File: src/logic/sps_regs.svh
// constants of the synchronous shift serial port: counts, encodings
// assumes a 200 MHz system clock standing in for the oscillator
// Functional notes
// - buffer write loads transmit register; buffer read returns separate receive buffer
// - asynchronous operation transmits and receives at the same time
// - mode 0 moves data both ways on data pin, clock on clock pin
// - mode 0 clock always made by the device, so link is half duplex
// - mode 0 frame is eight bits, least significant bit first
// - mode 0 bit rate is clock/12 when speed select 0, clock/4 when 1
// - mode 0 buffer write starts clock and shifts out all eight bits
// - fast: data one clock before clock falls, clock low two clocks
// - slow: data three clocks before clock falls, clock low six clocks
// - two mode select bits choose mode; zero means synchronous shift
`ifndef SPS_REGS_SVH
`define SPS_REGS_SVH

`define SPS_MODE_SYNC 2'b00
`define SPS_FRAME_BITS 4'd8
`define SPS_FAST_LEAD 4'd1
`define SPS_FAST_LOW 4'd2
`define SPS_FAST_PER 4'd4
`define SPS_SLOW_LEAD 4'd3
`define SPS_SLOW_LOW 4'd6
`define SPS_SLOW_PER 4'd12
`define SPS_CLK_HZ 200000000
`define SPS_ASYNC_BAUD 115200
`define SPS_ASYNC_BIT_CYC (`SPS_CLK_HZ / `SPS_ASYNC_BAUD)
`define SPS_ASYNC_FRAME 4'd10

`endif

File: src/logic/sps_pkg.sv
// types of the synchronous shift serial port
// assumes sps_regs.svh for the numeric constants
package sps_pkg;

    typedef enum logic [1:0] {
        SPS_IDLE = 2'b00,
        SPS_M0TX = 2'b01,
        SPS_M0RX = 2'b10,
        SPS_ATX = 2'b11
    } sps_tx_state_t;

    typedef enum logic [1:0] {
        SPS_RWAIT = 2'b00,
        SPS_RSTART = 2'b01,
        SPS_RDATA = 2'b10,
        SPS_RSTOP = 2'b11
    } sps_rx_state_t;

    typedef struct packed {
        sps_tx_state_t txState;
        sps_rx_state_t rxState;
        logic fast;
        logic [3:0] phase;
        logic [3:0] bitCnt;
        logic [11:0] baudCnt;
        logic [7:0] txShift;
        logic [7:0] rxShift;
        logic [11:0] arxCnt;
        logic [3:0] arxBits;
        logic [7:0] arxShift;
        logic [7:0] rxBuf;
        logic txDone;
        logic rxDone;
        logic txdPin;
        logic rxdOut;
        logic rxdOe;
    } sps_state_t;

    typedef struct packed {
        logic ff1;
        logic ff2;
        logic ff3;
        logic out;
    } sps_sync_t;

endpackage

File: src/logic/sps_sync3.sv
// three-flop input synchroniser with agreement filter
// assumes din is asynchronous to clock
`timescale 1ns/1ps
module sps_sync3 (
    input wire logic clock,
    input wire logic srst,
    input wire logic din,
    output logic dout
);
    import sps_pkg::*;

    sps_sync_t st_r;
    sps_sync_t st_nxt;

    always_comb begin
        st_nxt = st_r;
        st_nxt.ff1 = din;
        st_nxt.ff2 = st_r.ff1;
        st_nxt.ff3 = st_r.ff2;
        if (st_r.ff2 == st_r.ff3) begin
            st_nxt.out = st_r.ff3;
        end
    end

    always_ff @(posedge clock) begin
        if (srst) begin
            st_r <= '{ff1: 1'b1, ff2: 1'b1, ff3: 1'b1, out: 1'b1};
        end else begin
            st_r <= st_nxt;
        end
    end

    assign dout = st_r.out;
endmodule

File: src/logic/sps_serial_port.sv
// serial port: synchronous shift mode 0 and a plain 8-bit async mode
// assumes a pin wrapper resolves the data pin from rxdOut and rxdOe
`timescale 1ns/1ps
`include "sps_regs.svh"
module sps_serial_port (
    input wire logic clock,
    input wire logic srst,
    input wire logic modeSelectLow,
    input wire logic modeSelectHigh,
    input wire logic shiftSpeedSelect,
    input wire logic receiveEnable,
    input wire logic bufWrite,
    input wire logic [7:0] bufWdata,
    input wire logic txFlagClear,
    input wire logic rxFlagClear,
    input wire logic rxdIn,
    output logic rxdOut,
    output logic rxdOe,
    output logic txdPin,
    output logic [7:0] bufRdata,
    output logic txDone,
    output logic rxDone,
    output logic txBusy
);
    import sps_pkg::*;

    sps_state_t st_r;
    sps_state_t st_nxt;
    sps_pkg::sps_tx_state_t txState;
    logic rxdSync;
    logic syncMode;
    logic [3:0] leadC;
    logic [3:0] lowC;
    logic [3:0] perC;
    logic [11:0] bitCyc;
    logic [11:0] halfCyc;
    logic busy_r;

    // --------------------------------------------------------------
    // data pin synchroniser
    // --------------------------------------------------------------
    sps_sync3 u_rxdSync (
        .clock(clock),
        .srst(srst),
        .din(rxdIn),
        .dout(rxdSync)
    );

    assign syncMode = ({modeSelectHigh, modeSelectLow} == `SPS_MODE_SYNC);
    assign leadC = st_r.fast ? `SPS_FAST_LEAD : `SPS_SLOW_LEAD;
    assign lowC = st_r.fast ? `SPS_FAST_LOW : `SPS_SLOW_LOW;
    assign perC = st_r.fast ? `SPS_FAST_PER : `SPS_SLOW_PER;
    assign bitCyc = 12'(`SPS_ASYNC_BIT_CYC);
    assign halfCyc = 12'(`SPS_ASYNC_BIT_CYC / 2);
    assign txState = st_r.txState;

    // --------------------------------------------------------------
    // next state
    // --------------------------------------------------------------
    always_comb begin
        st_nxt = st_r;
        // clears first so a same-cycle set wins
        if (txFlagClear) begin
            st_nxt.txDone = 1'b0;
        end
        if (rxFlagClear) begin
            st_nxt.rxDone = 1'b0;
        end
        case (st_r.txState)
            SPS_IDLE: begin
                st_nxt.txdPin = 1'b1;
                st_nxt.rxdOe = 1'b0;
                st_nxt.phase = 4'h0;
                st_nxt.bitCnt = 4'h0;
                st_nxt.baudCnt = 12'h000;
                st_nxt.fast = shiftSpeedSelect;
                if (bufWrite) begin
                    st_nxt.txShift = bufWdata;
                    if (syncMode) begin
                        // write starts mode 0 shift out
                        st_nxt.txState = SPS_M0TX;
                        st_nxt.rxdOe = 1'b1;
                        st_nxt.rxdOut = bufWdata[0];
                    end else begin
                        st_nxt.txState = SPS_ATX;
                        st_nxt.txdPin = 1'b0;
                    end
                end else if (syncMode && receiveEnable && !st_r.rxDone) begin
                    st_nxt.txState = SPS_M0RX;
                    st_nxt.rxShift = 8'h00;
                end
            end
            SPS_M0TX, SPS_M0RX: begin
                // clock on clock pin, data on data pin
                st_nxt.phase = st_r.phase + 4'h1;
                if (st_r.phase == leadC - 4'h1) begin
                    st_nxt.txdPin = 1'b0;
                end
                if (st_r.phase == leadC + lowC - 4'h1) begin
                    st_nxt.txdPin = 1'b1;
                    // sample where the far end shifts on the rise
                    st_nxt.rxShift = {rxdSync, st_r.rxShift[7:1]};
                end
                if (st_r.phase == perC - 4'h1) begin
                    st_nxt.phase = 4'h0;
                    st_nxt.bitCnt = st_r.bitCnt + 4'h1;
                    st_nxt.txShift = {1'b0, st_r.txShift[7:1]};
                    st_nxt.rxdOut = st_r.txShift[1];
                    if (st_r.bitCnt == `SPS_FRAME_BITS - 4'h1) begin
                        st_nxt.txState = SPS_IDLE;
                        st_nxt.rxdOe = 1'b0;
                        st_nxt.txdPin = 1'b1;
                        if (st_r.txState == SPS_M0TX) begin
                            st_nxt.txDone = 1'b1;
                        end else begin
                            st_nxt.rxBuf = st_nxt.rxShift;
                            st_nxt.rxDone = 1'b1;
                        end
                    end
                end
            end
            SPS_ATX: begin
                st_nxt.baudCnt = st_r.baudCnt + 12'h001;
                if (st_r.baudCnt == bitCyc - 12'h001) begin
                    st_nxt.baudCnt = 12'h000;
                    st_nxt.bitCnt = st_r.bitCnt + 4'h1;
                    if (st_r.bitCnt == `SPS_ASYNC_FRAME - 4'h1) begin
                        st_nxt.txState = SPS_IDLE;
                        st_nxt.txDone = 1'b1;
                    end else if (st_r.bitCnt == `SPS_FRAME_BITS) begin
                        st_nxt.txdPin = 1'b1;
                    end else begin
                        st_nxt.txdPin = st_r.txShift[0];
                        st_nxt.txShift = {1'b0, st_r.txShift[7:1]};
                    end
                end
            end
            default: begin
                st_nxt.txState = SPS_IDLE;
            end
        endcase
        // async receiver runs beside the transmitter
        if (syncMode || !receiveEnable) begin
            st_nxt.rxState = SPS_RWAIT;
            st_nxt.arxCnt = 12'h000;
        end else begin
            st_nxt.arxCnt = st_r.arxCnt + 12'h001;
            case (st_r.rxState)
                SPS_RWAIT: begin
                    st_nxt.arxCnt = 12'h000;
                    if (!rxdSync) begin
                        st_nxt.rxState = SPS_RSTART;
                    end
                end
                SPS_RSTART: begin
                    if (st_r.arxCnt == halfCyc - 12'h001) begin
                        st_nxt.arxCnt = 12'h000;
                        st_nxt.arxBits = 4'h0;
                        st_nxt.rxState = rxdSync ? SPS_RWAIT : SPS_RDATA;
                    end
                end
                SPS_RDATA: begin
                    if (st_r.arxCnt == bitCyc - 12'h001) begin
                        st_nxt.arxCnt = 12'h000;
                        st_nxt.arxShift = {rxdSync, st_r.arxShift[7:1]};
                        st_nxt.arxBits = st_r.arxBits + 4'h1;
                        if (st_r.arxBits == `SPS_FRAME_BITS - 4'h1) begin
                            st_nxt.rxState = SPS_RSTOP;
                        end
                    end
                end
                SPS_RSTOP: begin
                    if (st_r.arxCnt == bitCyc - 12'h001) begin
                        st_nxt.rxState = SPS_RWAIT;
                        if (rxdSync) begin
                            st_nxt.rxBuf = st_r.arxShift;
                            st_nxt.rxDone = 1'b1;
                        end
                    end
                end
                default: begin
                    st_nxt.rxState = SPS_RWAIT;
                end
            endcase
        end
    end

    always_ff @(posedge clock) begin
        if (srst) begin
            st_r <= '0;
            st_r.txdPin <= 1'b1;
            st_r.rxdOut <= 1'b1;
            busy_r <= 1'b0;
        end else begin
            st_r <= st_nxt;
            busy_r <= (st_nxt.txState != SPS_IDLE);
        end
    end

    assign rxdOut = st_r.rxdOut;
    assign rxdOe = st_r.rxdOe;
    assign txdPin = st_r.txdPin;
    assign bufRdata = st_r.rxBuf;
    assign txDone = st_r.txDone;
    assign rxDone = st_r.rxDone;
    assign txBusy = busy_r;

    // --------------------------------------------------------------
    // checks
    // --------------------------------------------------------------
    logic [3:0] fallCnt_r;
    always_ff @(posedge clock) begin
        if (srst || st_r.txState == SPS_IDLE) begin
            fallCnt_r <= 4'h0;
        end else if (st_r.txdPin && !st_nxt.txdPin) begin
            fallCnt_r <= fallCnt_r + 4'h1;
        end
    end
endmodule

File: config.mk
export PLATFORM = sky130hd
export DESIGN_NAME = sps_serial_port
export DESIGN_NICKNAME = d
export VERILOG_FILES = /design/src/logic/sps_pkg.sv /design/src/logic/sps_sync3.sv /design/src/logic/sps_serial_port.sv
export VERILOG_INCLUDE_DIRS = /design/src /design/src/logic
export SDC_FILE = /design/constraint.sdc
export NUM_CORES = 1
export LEC_CHECK = 0
export BUFFER_PORTS_ARGS = -buffer_cell sky130_fd_sc_hd__buf_2
export CORE_MARGIN = 4
export CORE_UTILIZATION = 30
export CTS_BUF_LIST = sky130_fd_sc_hd__clkbuf_4
export DETAILED_ROUTE_END_ITERATION = 12
export SKIP_CTS_REPAIR_TIMING = 1
export SYNTH_ARGS = -nofsm -noshare
export SYNTH_HDL_FRONTEND = slang
export SYNTH_SLANG_ARGS = --single-unit
File: constraint.sdc
create_clock -name clock -period 2.2 [get_ports clock]
set_input_delay 0 -clock clock [delete_from_list [all_inputs] [get_ports clock]]
set_output_delay 0 -clock clock [all_outputs]
set_load 0.03 [all_outputs]
==> flow_metrics.tcl <==
set metrics [dict create \
    intPower_mw 2.49 \
    synth_compound_area_share_pct 15.2 \
    ys_ff_latch 83 \
    cp.arrival_ps 2600 \
    crit_type "register to register" \
    leakage_nw 1.89 \
    finalSetupViolCount 2 \
    pwr-share-clk_pct 20.3 \
    async_flop_share_pct 0 \
    num_rows 41 \
    antenna_cells 0 \
    detailed_place_hpwl_mm 6.43 \
    wl_per_cell_um 12.9 \
    synth_xor_area_share_pct 5.46 \
    die_area_sq_um 15300 \
    reg2reg_slack_ps -10 \
    clkLatencyLatePin_ps 450 \
    fin_util_pct 37.5 \
    drc_errors 0 \
    drive_gt1_share_pct 19.3 \
    swShare_pct 37.8 \
    place.gp.congestion 0.848 \
    synth_fa_ha_area_share_pct 4.99 \
    seq_area_frac_synth_pct 41.4 \
    fillers 1330 \
    grt_pass1_vias 3130 \
    synthMuxAreaShare_pct 4.49 \
    rsz0062_at_grt "true" \
    clockBufferDepth 2 \
    violations "negative setup slack" \
    grt_antenna_before_repair 0 \
    status "finished with violations" \
    root_buffer "clkbuf_4" \
    peakVddDrop_mv 0.441 \
    dieWidth_um 124 \
    syn_area_per_cell_sq_um 8.80 \
    grt_pass1_wl_mm 14.7 \
    h-tree-depth 3 \
    synth_top_family_by_area "simple AND/OR/NAND/NOR gates" \
    finalCritPeriodShare_pct 101 \
    drv_cap 0 \
    dp.cells 656 \
    first_iter_violations 232 \
    seq_power_share_pct 43.7 \
    max_slew_margin_pct 64.8 \
    dp_slack_ps -2.56 \
    final_cell_mix "dfxtp_1 (79), nor2_1 (72), nand2_1 (31), buf_2 (31), buf_4 (23)" \
    worstPathRequired_ps 2590 \
    cts_sinks 83 \
    cp-start-kind "register" \
    power.density_nw_per_um2 828 \
    finalHoldViolCount 0 \
    port_buffers 31 \
    syn-cell-area_sq_um 4010 \
    drt-vias-per-instance 4.84 \
    synth-edff-count 0 \
    power_frac_comb_pct 35.9 \
    synthFlopType "dfxtp_1" \
    crit_path_max_fanout 6 \
    vias 3339 \
    ys_types 58 \
    core_sq_um 12900 \
    syn_inst 456 \
    tightest_slew_ps 526 \
    drt_pass1_iterations 4 \
    synthesis.nets 490 \
    hold_class "primary input to register" \
    grt_max_degree 28 \
    fin_crit_ps 2210 \
    cts_tree "yes" \
    p_switching_mw 1.51 \
    finalPower_mw 4.00 \
    path_clk_slew_ps 140 \
    grt-ovfl-total 0 \
    fin_ws_ps -13.2 \
    endpoint_kind "register" \
    numCtsBuffers 9 \
    fin_nets 547 \
    start_util_pct 31.2 \
    ant_nets 0 \
    finalClockSkew_ps 20.9 \
    boundaryPins 32 \
    die_h_um 124 \
    yosys.area_share.simple_pct 23.6 \
    track_usage_pct 12.2 \
    area_delta_synth_final_pct 20.5 \
    drt-total-wl_mm 8.88 \
    ys.warnings.count 0 \
    slew_violations 0 \
    fin_tns_setup_ps -26.2 \
    final_cells 690 \
    fmax_mhz 452 \
    layout_commonest_cell "dfxtp_1" \
]
## critical path: stages, from the launching register on
cell	delay, ps
dfxtp_4	370
or4b_4	540
o41ai_4	380
buf_4	190
nand3_4	100
or4_1	420
o22ai_1	150
## stage by stage
step	hold slack [ps]	instance area, sq um
global route	86.4	4830
global placement	189	4460
finish	93.2	4830
detailed placement	193	4460
floorplan	104	4030
CTS	-317	4580
## state kept, by name, summed over array words and instances, names as in the netlist, named ones only
register	flops
txBusy	1
rxDone	1
u_rxdSync.dout	1
rxdOe	1
txDone	1
rxdOut	1
u_rxdSync.st_r	1
bufRdata	8
st_r	62
u_rxdSync.st_nxt	2
txState	2
txdPin	1
## path summary, 6_finish.rpt
check,start,endpoint,depth (start not counted)
worst min register to register,u_rxdSync.st_nxt[2],u_rxdSync.st_nxt[1],1
worst min-delay path,modeSelectHigh,txState[0],6
worst max register to register,st_r[32],st_r[24],6
worst max-delay path,st_r[32],st_r[24],6
## layout make-up
class / count / area (sq um) / area share [%]
Tap cell: 172 / 215 / 4.45
Clock inverter: 5 / 37.5 / 0.776
Sequential cell: 83 / 1670 / 34.5
Timing Repair Buffer: 72 / 529 / 10.9
Multi-Input combinational cell: 331 / 2240 / 46.4
Clock buffer: 11 / 82.6 / 1.71
Inverter: 16 / 60.1 / 1.24
## per-layer routing
layer	track usage, %	vias to the layer above	wire (um)
li1	-	1713	-
met2	19.9	34	4270
met5	0	-	0
met4	3.39	0	97
met3	4.45	8	266
met1	15.1	1584	4240
## kinds of logic (layout without fill, tap and decap cells)
logic type      Yosys count  count (layout)
xor+xnor                 25              25
flops                    83              83
fa+ha+maj                16              16
buf+inv                  42             104
compound gates           84              84
mux                      18              18
simple gates            188             188
## synthesized netlist by cell type (3+ instances only)
library cell / n / area share (%)
a221oi_1: 7 / 1.5
nand2_1: 31 / 2.9
a211o_1: 8 / 1.7
a21oi_1: 23 / 2.9
buf_4: 8 / 1.5
o21ai_0: 14 / 1.7
or2_2: 3 / 0.47
and3_1: 8 / 1.2
nand3b_1: 3 / 0.56
inv_1: 16 / 1.5
nor2b_1: 5 / 0.78
or4_1: 3 / 0.56
nor2_1: 72 / 6.7
ha_1: 16 / 5.0
nand4_1: 4 / 0.62
mux2i_1: 18 / 4.5
clkbuf_1: 11 / 1.0
o2bb2ai_1: 8 / 1.7
o21a_1: 4 / 0.75
nand2b_1: 6 / 0.94
xor2_1: 14 / 3.1
nor3_1: 14 / 1.7
xnor2_1: 11 / 2.4
nand3_1: 18 / 2.2
buf_2: 5 / 0.62
dfxtp_1: 83 / 41
and3b_1: 3 / 0.66
## power by group through the flow
stage,combinational (mW),clock [mW],sequential (mW)
2_1_floorplan,0.931,0,1.81
3_5_place_dp,1.38,0,1.78
5_1_grt,1.63,0.915,1.77
6_report,1.44,0.813,1.75
4_1_cts,1.39,0.849,1.75
3_3_place_gp,1.33,0,1.78
Power figures use the tool's default switching activity.
